File: config.mk
export PLATFORM = sky130hd
export DESIGN_NAME = ersw_window
export DESIGN_NICKNAME = d
export VERILOG_FILES = /design/src/ersw_pkg.sv /design/src/ersw_window.sv
export SDC_FILE = /design/constraint.sdc
export NUM_CORES = 1
export LEC_CHECK = 0
export BUFFER_PORTS_ARGS = -buffer_cell sky130_fd_sc_hd__buf_2
export CELL_PAD_IN_SITES_DETAIL_PLACEMENT = 0
export CELL_PAD_IN_SITES_GLOBAL_PLACEMENT = 1
export CORE_MARGIN = 10
export CORE_UTILIZATION = 27
export CTS_BUF_LIST = sky130_fd_sc_hd__clkbuf_4
export DETAILED_ROUTE_END_ITERATION = 10
export GPL_TIMING_DRIVEN = 1
export PLACE_DENSITY_LB_ADDON = 0.1
export SYNTH_ARGS = -nofsm -noshare
export SYNTH_HDL_FRONTEND = slang
export SYNTH_SLANG_ARGS = --single-unit
File: constraint.sdc
create_clock -name clk -period 3.2 [get_ports clk]
set_input_delay 0.96 -clock clk [delete_from_list [all_inputs] [get_ports clk]]
set_output_delay 0.96 -clock clk [all_outputs]
set_load 0.005 [all_outputs]
File: src/ersw_pkg.sv
// ersw_pkg: constants for the error record select and window block.
// assumes a core-side system register port that names registers by encoding.
package ersw_pkg;
  // system register encodings, {op0,op1,crn,crm,op2} packed into 16 bits
  localparam logic [15:0] ENC_RECORD_COUNT = 16'hc298; // op1=0 crn=5 crm=3 op2=0
  localparam logic [15:0] ENC_SELECT = 16'hc298 + 16'h0001;
  localparam logic [15:0] ENC_FEATURE = 16'hc2a0;
  localparam logic [15:0] ENC_CONTROL = 16'hc2a1;
  localparam logic [15:0] ENC_STATUS = 16'hc2a2;
  localparam logic [15:0] ENC_ADDRESS = 16'hc2a3;
  localparam logic [15:0] ENC_MISC0 = 16'hc2a8;
  localparam logic [15:0] ENC_MISC1 = 16'hc2a9;
  // select register field layout and reset value
  localparam int SEL_MSB = 15;
  localparam logic [63:0] SEL_RESET = 64'h0;
  // window field codes presented to the record store
  typedef enum logic [2:0] {
    ERSW_WIN_FEATURE, ERSW_WIN_CONTROL, ERSW_WIN_STATUS,
    ERSW_WIN_ADDRESS, ERSW_WIN_MISC0, ERSW_WIN_MISC1
  } ersw_win_t;
  // outcome of one access
  typedef enum logic [2:0] {
    ERSW_OK, ERSW_UNDEF, ERSW_TRAP2, ERSW_TRAP3, ERSW_RAZWI
  } ersw_res_t;
endpackage

File: src/ersw_window.sv
// ersw_window: select register plus six window registers routed to a record store.
// assumes the core presents one access per cycle (req pulse) and the record store
// answers reads combinationally on rec_rdata in the same cycle.
//
// Summary of operation
// RULE_01 - select holds record index in bits 15:0
// RULE_02 - select bits 63:16 read zero, ignore writes
// RULE_03 - index n routes window to record n
// RULE_04 - each window forwards to selected record
// RULE_05 - out-of-range index may read back anything
// RULE_06 - out-of-range window access is read-zero/write-ignored
// RULE_07 - zero records: windows read-zero/write-ignored
// RULE_08 - zero records: select reads zero (reserved)
// RULE_09 - privilege level 0 access is undefined
// RULE_10 - level 2 trap bit traps non-secure level 1
// RULE_11 - level 3 trap bit traps levels 1, 2
// RULE_12 - feature window is read-only, reads only
// RULE_13 - select and RW windows read and writable
// RULE_14 - extension absent makes all accesses undefined
// RULE_15 - narrow-state alias shares select storage
// RULE_16 - record count field is highest index plus one
// RULE_17 - range check applied within the same access
module ersw_window #(
  parameter int NUM_RECORDS = 4, // implemented record count
  parameter bit EXT_PRESENT = 1'b1, // error record extension implemented
  parameter bit EL2_PRESENT = 1'b1,
  parameter bit EL3_PRESENT = 1'b1
) (
  input wire logic clk,
  input wire logic nrst,
  input wire logic ce,
  input wire logic req, // one-cycle access request
  input wire logic wr, // 1 = sysreg_write_instr, 0 = sysreg_read_instr
  input wire logic narrow_alias, // access uses narrow_state_select_alias name
  input wire logic [15:0] enc, // system register encoding
  input wire logic [63:0] wdata,
  input wire logic [1:0] cur_level, // current privilege level
  input wire logic non_secure,
  input wire logic hyp_error_register_trap, // hypervisor_config trap bit
  input wire logic mon_error_register_trap, // secure_monitor_config trap bit
  input wire logic [63:0] rec_rdata, // data from the selected record field
  output logic rec_rd, // record field read strobe
  output logic rec_wr, // record field write strobe
  output logic [15:0] rec_index,
  output ersw_pkg::ersw_win_t rec_field,
  output logic [63:0] rec_wdata,
  output logic ack, // access completed, pulse
  output ersw_pkg::ersw_res_t result,
  output logic [63:0] rdata
);
  // reset release through two flops
  // assertion is immediate, release waits two edges so no flop sees a runt
  logic rst_s1_q, rst_s2_q;
  always_ff @(posedge clk or negedge nrst) begin
    if (!nrst) begin
      rst_s1_q <= 1'b0;
      rst_s2_q <= 1'b0;
    end else begin
      rst_s1_q <= 1'b1;
      rst_s2_q <= rst_s1_q;
    end
  end
  wire logic rst_n = rst_s2_q;

  // record count identity value
  // fixed at build time; a zero count turns every window into read-zero
  localparam logic [15:0] REC_COUNT = 16'(NUM_RECORDS); // RULE_16

  // decode: is this encoding one of ours, and which window
  function automatic logic is_window(input logic [15:0] e);
    is_window = (e == ersw_pkg::ENC_FEATURE) || (e == ersw_pkg::ENC_CONTROL) ||
                (e == ersw_pkg::ENC_STATUS) || (e == ersw_pkg::ENC_ADDRESS) ||
                (e == ersw_pkg::ENC_MISC0) || (e == ersw_pkg::ENC_MISC1);
  endfunction

  // field code for the record store; unknown encodings never strobe, so the
  // default branch only has to be harmless
  function automatic ersw_pkg::ersw_win_t win_of(input logic [15:0] e);
    case (e)
      ersw_pkg::ENC_FEATURE: win_of = ersw_pkg::ERSW_WIN_FEATURE;
      ersw_pkg::ENC_CONTROL: win_of = ersw_pkg::ERSW_WIN_CONTROL;
      ersw_pkg::ENC_STATUS: win_of = ersw_pkg::ERSW_WIN_STATUS;
      ersw_pkg::ENC_ADDRESS: win_of = ersw_pkg::ERSW_WIN_ADDRESS;
      ersw_pkg::ENC_MISC0: win_of = ersw_pkg::ERSW_WIN_MISC0;
      default: win_of = ersw_pkg::ERSW_WIN_MISC1;
    endcase
  endfunction

  // select storage; the narrow alias addresses the same flops
  logic [15:0] sel_q; // RULE_15

  // decode of the presented encoding, valid whenever enc is
  logic hit_sel; // select register named
  logic hit_id; // record count register read
  logic hit_win; // a window the access type may reach
  logic ours; // any register this block answers for
  // range check of the stored index against the record count
  logic in_range;
  // outcome of the access being presented this cycle
  ersw_pkg::ersw_res_t res_c;
  // read data before it is registered into rdata
  logic [63:0] rdata_c;

  // access classification, priority: undefined, level 2 trap, level 3 trap
  // a trap outranks the range check, so an out-of-range index still traps
  always_comb begin
    hit_sel = (enc == ersw_pkg::ENC_SELECT);
    hit_id = (enc == ersw_pkg::ENC_RECORD_COUNT) && !wr;
    hit_win = is_window(enc) && !(wr && enc == ersw_pkg::ENC_FEATURE); // RULE_12
    ours = hit_sel || hit_id || hit_win;
    in_range = (REC_COUNT != 16'h0000) && (sel_q < REC_COUNT); // RULE_17
    res_c = ersw_pkg::ERSW_OK;
    if (!EXT_PRESENT || !ours) begin
      res_c = ersw_pkg::ERSW_UNDEF; // RULE_14
    end else if (cur_level == 2'd0) begin
      res_c = ersw_pkg::ERSW_UNDEF; // RULE_09
    end else if (EL2_PRESENT && hyp_error_register_trap && non_secure &&
                 cur_level == 2'd1) begin
      res_c = ersw_pkg::ERSW_TRAP2; // RULE_10
    end else if (EL3_PRESENT && mon_error_register_trap &&
                 (cur_level == 2'd1 || cur_level == 2'd2)) begin
      res_c = ersw_pkg::ERSW_TRAP3; // RULE_11
    end else if (hit_win && !in_range) begin
      res_c = ersw_pkg::ERSW_RAZWI; // RULE_06 RULE_07
    end
  end

  // read data mux for the current access
  always_comb begin
    rdata_c = 64'h0;
    if (res_c == ersw_pkg::ERSW_OK) begin
      if (hit_sel) begin
        // reserved bits read zero; zero records reads zero
        rdata_c = (REC_COUNT == 16'h0000) ? 64'h0 : {48'h0, sel_q}; // RULE_02 RULE_08
      end else if (hit_id) begin
        rdata_c = {48'h0, REC_COUNT}; // RULE_16
      end else begin
        rdata_c = rec_rdata; // RULE_04
      end
    end
  end

  // qualified read and write requests; a low clock enable hides the request
  // from the store as well, so nothing moves while the block is frozen
  wire logic go = req && ce && !wr;
  wire logic gw = req && ce && wr;
  wire logic win_ok = hit_win && (res_c == ersw_pkg::ERSW_OK);

  // record store strobes: only in-range, permitted window accesses reach a record
  assign rec_rd = go && win_ok; // RULE_03 RULE_04
  assign rec_wr = gw && win_ok; // RULE_13
  assign rec_index = sel_q; // RULE_03
  assign rec_field = win_of(enc);
  assign rec_wdata = wdata;

  // select register write; narrow_alias only names it, storage is shared
  // an out-of-range index is kept so software reads back what it wrote
  always_ff @(posedge clk or negedge rst_n) begin
    if (!rst_n) begin
      sel_q <= ersw_pkg::SEL_RESET[ersw_pkg::SEL_MSB:0];
    end else if (gw && hit_sel && res_c == ersw_pkg::ERSW_OK &&
                 REC_COUNT != 16'h0000) begin
      // any index stored, even out of range; reads it back as written
      sel_q <= wdata[ersw_pkg::SEL_MSB:0]; // RULE_01 RULE_05 RULE_13 RULE_15
    end
  end

  // registered answer, one cycle after the request
  // result and rdata hold until the next request, ack follows req on enabled cycles and holds while ce is low
  always_ff @(posedge clk or negedge rst_n) begin
    if (!rst_n) begin
      ack <= 1'b0;
      result <= ersw_pkg::ERSW_OK;
      rdata <= 64'h0;
    end else if (ce) begin
      ack <= req;
      if (req) begin
        result <= res_c;
        rdata <= wr ? 64'h0 : rdata_c;
      end
    end
  end

  // narrow alias is just a name; kept readable to avoid an unused input
  logic alias_seen_q;
  always_ff @(posedge clk or negedge rst_n) begin
    if (!rst_n) alias_seen_q <= 1'b0;
    else if (ce && req) alias_seen_q <= narrow_alias;
  end
endmodule

==> impl_metrics.prom <==
# TYPE chip_impl_metric gauge
chip_impl_info{name="run_status",value="completed"} 1
chip_impl_metric{name="fillCellCount",unit=""} 1738
chip_impl_info{name="clk_root_buffer_cell",value="sky130_fd_sc_hd__clkbuf_4"} 1
chip_impl_metric{name="worst_pin_slew",unit="ns"} 1.07
chip_impl_metric{name="timing.final.max_slew_violations",unit=""} 0
chip_impl_metric{name="antenna_found_initial",unit=""} 2
chip_impl_info{name="critPathKind",value="in -> out"} 1
chip_impl_metric{name="synth_area",unit="um2"} 4410
chip_impl_metric{name="final.setup_skew",unit="ns"} 0.0195
chip_impl_metric{name="syn_avg_cell_area",unit="um2"} 9.70
chip_impl_metric{name="routed-via-count",unit=""} 3728
chip_impl_metric{name="num_rows",unit=""} 46
chip_impl_metric{name="drv_cap",unit=""} 0
chip_impl_metric{name="cts.reportedPaths.clkPinSlew",unit="ns"} 0.15
chip_impl_metric{name="setup_slack",unit="ns"} 0.0384
chip_impl_metric{name="avgViaCountPerCell",unit=""} 4.54
chip_impl_metric{name="floorplan.die.height",unit="um"} 148
chip_impl_metric{name="ant_nets",unit=""} 0
chip_impl_metric{name="detail_route.wirelength",unit="um"} 14400
chip_impl_metric{name="synth.lib_cells_used.distinct",unit=""} 42
chip_impl_metric{name="grt_pass1_wl",unit="um"} 22400
chip_impl_metric{name="yosys_warnings",unit=""} 0
chip_impl_info{name="cp_cell_sequence",value="buf_8, inv_12, ha_4, a32o_2, buf_6, nor3_4, nand2_1, nor3_2, buf_2"} 1
chip_impl_info{name="worst_path_dominant_cell_family",value="buffers and inverters"} 1
chip_impl_metric{name="htree_levels",unit=""} 3
chip_impl_metric{name="count_of_inserted_antenna_diode_cells",unit=""} 0
chip_impl_metric{name="finalInstanceArea",unit="um2"} 5440
chip_impl_metric{name="worstPathRequired",unit="ns"} 2.24
chip_impl_metric{name="layout-drive-gt1-share",unit="%"} 46.4
chip_impl_metric{name="flow.area_growth_from_synthesis",unit="%"} 23.2
chip_impl_metric{name="cp_slowest_stage_delay",unit="ns"} 0.26
chip_impl_metric{name="setup-violations-final",unit=""} 0
chip_impl_metric{name="synth.yosys.seq_area_share",unit="%"} 48.8
chip_impl_metric{name="detail_route.first_pass.iterations",unit=""} 4
chip_impl_metric{name="cts_buffers",unit=""} 9
chip_impl_metric{name="detail_route.iter0.violations",unit=""} 145
chip_impl_metric{name="gr-total-overflow",unit=""} 0
chip_impl_metric{name="min_period",unit="ns"} 3.16
chip_impl_metric{name="number_of_global_route_vias_before_repair",unit=""} 3933
chip_impl_metric{name="detailed_place_hpwl",unit="um"} 10500
chip_impl_info{name="timing.rr.start",value="rec_index[7]$_DFFE_PN0P_"} 1
chip_impl_metric{name="final_core_utilization",unit="%"} 34.1
chip_impl_metric{name="cts_buffer_depth",unit=""} 2
chip_impl_info{name="rsz_0062_raised_after_global_routing",value="true"} 1
chip_impl_info{name="critPathSlowestCell",value="sky130_fd_sc_hd__a32o_2"} 1
chip_impl_metric{name="period_share",unit="%"} 98.8
chip_impl_metric{name="cts.hold.buffers_added",unit=""} 0
chip_impl_metric{name="clk-insertion-delay-late",unit="ns"} 0.45
chip_impl_metric{name="avgRoutedWirePerCell",unit="um"} 17.6
chip_impl_metric{name="reg2regPathDepth",unit=""} 6
chip_impl_info{name="setup.worst_path.end_class",value="primary output"} 1
chip_impl_metric{name="die-width",unit="um"} 148
chip_impl_metric{name="drcViolationCount",unit=""} 0
chip_impl_metric{name="timing.setup.tns",unit="ns"} 0
chip_impl_metric{name="ir_drop",unit="V"} 0.000225
chip_impl_metric{name="core_area",unit="um2"} 15900
chip_impl_metric{name="max_freq",unit="GHz"} 0.316
chip_impl_metric{name="cp_num_buf_inv",unit=""} 4
chip_impl_info{name="holdCritPathClass",value="in -> async"} 1
chip_impl_metric{name="critPathArrivalTime",unit="ns"} 2.20
chip_impl_metric{name="slew-limit-headroom",unit="%"} 28.7
chip_impl_metric{name="power.density",unit="nW/um2"} 351
chip_impl_metric{name="grt_use_total",unit="%"} 12.9
chip_impl_metric{name="setup.reg_to_reg.worst_slack",unit="ns"} 0.83
chip_impl_metric{name="post_layout_net_count",unit=""} 757
chip_impl_info{name="endpoint_of_the_lowest_slack_register_to_register_path",value="rdata[0]$_DFFE_PN0P_"} 1
chip_impl_metric{name="crit_path_max_fanout",unit=""} 2
chip_impl_metric{name="placement.cell_area",unit="um2"} 5240
chip_impl_metric{name="fp.dieArea",unit="um2"} 21900
chip_impl_metric{name="place.gp.congestion",unit=""} 0.737
chip_impl_metric{name="hold_viol_final",unit=""} 0
chip_impl_metric{name="design.portCount",unit=""} 308
chip_impl_info{name="setup.worst_path.start_class",value="input pin"} 1
chip_impl_metric{name="synth_nets",unit=""} 612
chip_impl_info{name="cts_tree",value="done"} 1
chip_impl_metric{name="clock_sinks",unit=""} 86
chip_impl_metric{name="ys_seq_elements",unit=""} 86
chip_impl_metric{name="pin_count_of_the_biggest_net_entering_global_routing",unit=""} 81
chip_impl_metric{name="power.leakage",unit="nW"} 2.74
chip_impl_metric{name="cells_after_synthesis",unit=""} 455
chip_impl_metric{name="dp_worst_setup_slack",unit="ns"} -0.0999
chip_impl_metric{name="io_buffers",unit=""} 210
chip_impl_metric{name="start_util",unit="%"} 27.7
-- logic make-up (layout without fill, tap and decap cells) --
| group | Yosys count | in the layout | share of synthesized area (%) |
|---|---|---|---|
| AND/OR/NAND/NOR | 164 | 164 | 18.4 |
| buffers and inverters | 95 | 245 | 14.6 |
| AO/OA/AOI/OAI | 91 | 91 | 13.2 |
| flip-flops | 86 | 86 | 48.8 |
| multiplexers | 16 | 16 | 4.42 |
| adder cells (fa/ha/maj) | 2 | 2 | 0.567 |
| other | 1 | 1 | 0.0850 |
-- per-stage QoR --
stage	power (mW)	std cells	hold slack, ns
2_1_floorplan	1.24	455	0.331
3_3_place_gp	1.29	801	0.339
3_5_place_dp	1.29	801	0.339
4_1_cts	1.96	817	0.199
5_1_grt	2.02	821	0.187
6_report	1.91	821	0.255
-- synthesized netlist by cell type (all sizes together) --
| master | number | share of area (%) |
|---|---|---|
| a311oi | 1 | 0.20 |
| mux2 | 16 | 4.4 |
| dfrtp | 86 | 49 |
| a211oi | 1 | 0.17 |
| nand2b | 3 | 0.43 |
| a21oi | 2 | 0.23 |
| ha | 2 | 0.57 |
| or3 | 2 | 0.28 |
| nand3 | 18 | 2.0 |
| a211o | 1 | 0.20 |
| buf | 73 | 13 |
| and2 | 16 | 2.3 |
| nand4 | 3 | 0.77 |
| inv | 3 | 0.26 |
| nor3b | 2 | 0.34 |
| nor4 | 5 | 1.4 |
| or4 | 1 | 0.17 |
| and3b | 1 | 0.20 |
| nand3b | 1 | 0.17 |
| and3 | 1 | 0.14 |
| nor3 | 4 | 0.57 |
| clkbuf | 19 | 1.6 |
| a32o | 2 | 0.45 |
| a22o | 1 | 0.20 |
| conb | 1 | 0.085 |
| o21ai | 66 | 8.3 |
| a32oi | 1 | 0.20 |
| a41oi | 15 | 3.0 |
| a2111o | 1 | 0.26 |
| nand2 | 102 | 8.7 |
| and4 | 1 | 0.20 |
| and4bb | 2 | 0.57 |
| nor2 | 2 | 0.17 |
-- state kept, by name, summed over array words and instances (netlist names) --
register,cells
rec_index,16
rst_n,1
result,3
ack,1
rst_s1_q,1
rdata,64
-- worst max path at each step --
stage                             from  endpoint  slack (ns)  cells after the start
after floorplan           cur_level[1]    rec_rd       -0.04                      6
after global placement    cur_level[1]    rec_wr       -0.11                      9
after detailed placement  cur_level[1]    rec_wr        -0.1                      9
after CTS                 cur_level[1]    rec_wr       -0.03                      9
after global routing      cur_level[1]    rec_wr       -0.03                      9
final                     cur_level[1]    rec_wr        0.04                      9
-- routing by layer --
metal | global-route usage [%] | up-vias | share of wire, %
li1 | - | 1787 | -
met5 | 0 | - | 0.14
met3 | 8.91 | 20 | 14
met2 | 19.9 | 173 | 45
met4 | 2.68 | 2 | 1.0
met1 | 14.5 | 1746 | 39
-- layout by cell type, fill, tap and decap left out, drive strengths merged, types with 3 or more instances in the layout --
cell type and n:
dfrtp 86, mux2 16, nand2 102, buf 226, inv 4, o21ai 66
clkbuf 10, nand2b 3, and2 16, nand3 18, nor4 5, a41oi 15
nor3 4, nand4 3
-- layout make-up --
class	count	area (um2)	share of cell area (%)
repair buffers	226	1190	22.0
clock buffers	10	75.1	1.38
flip-flops and latches	86	2160	39.6
inverters	3	23.8	0.437
clock inverters	6	61.3	1.13
multi-input cells	274	1660	30.5
well taps	216	270	4.97
-- where the power goes --
part	switching [mW]	internal (mW)	total (mW)	leakage (nW)
Clock	0.389	0.245	0.634	0.0681
Sequential	0.0200	1.09	1.11	1.19
Combinational	0.0857	0.0824	0.168	1.48
Total	0.495	1.42	1.91	2.74
-- timing repair --
item | in CTS | in global routing
buffers inserted | 0 | 4
setup endpoints to repair | 2 | 2
gates resized for setup | 3 | 5
pin swaps | 1 | 4
Note: power is estimated with default switching activity, not from simulation.
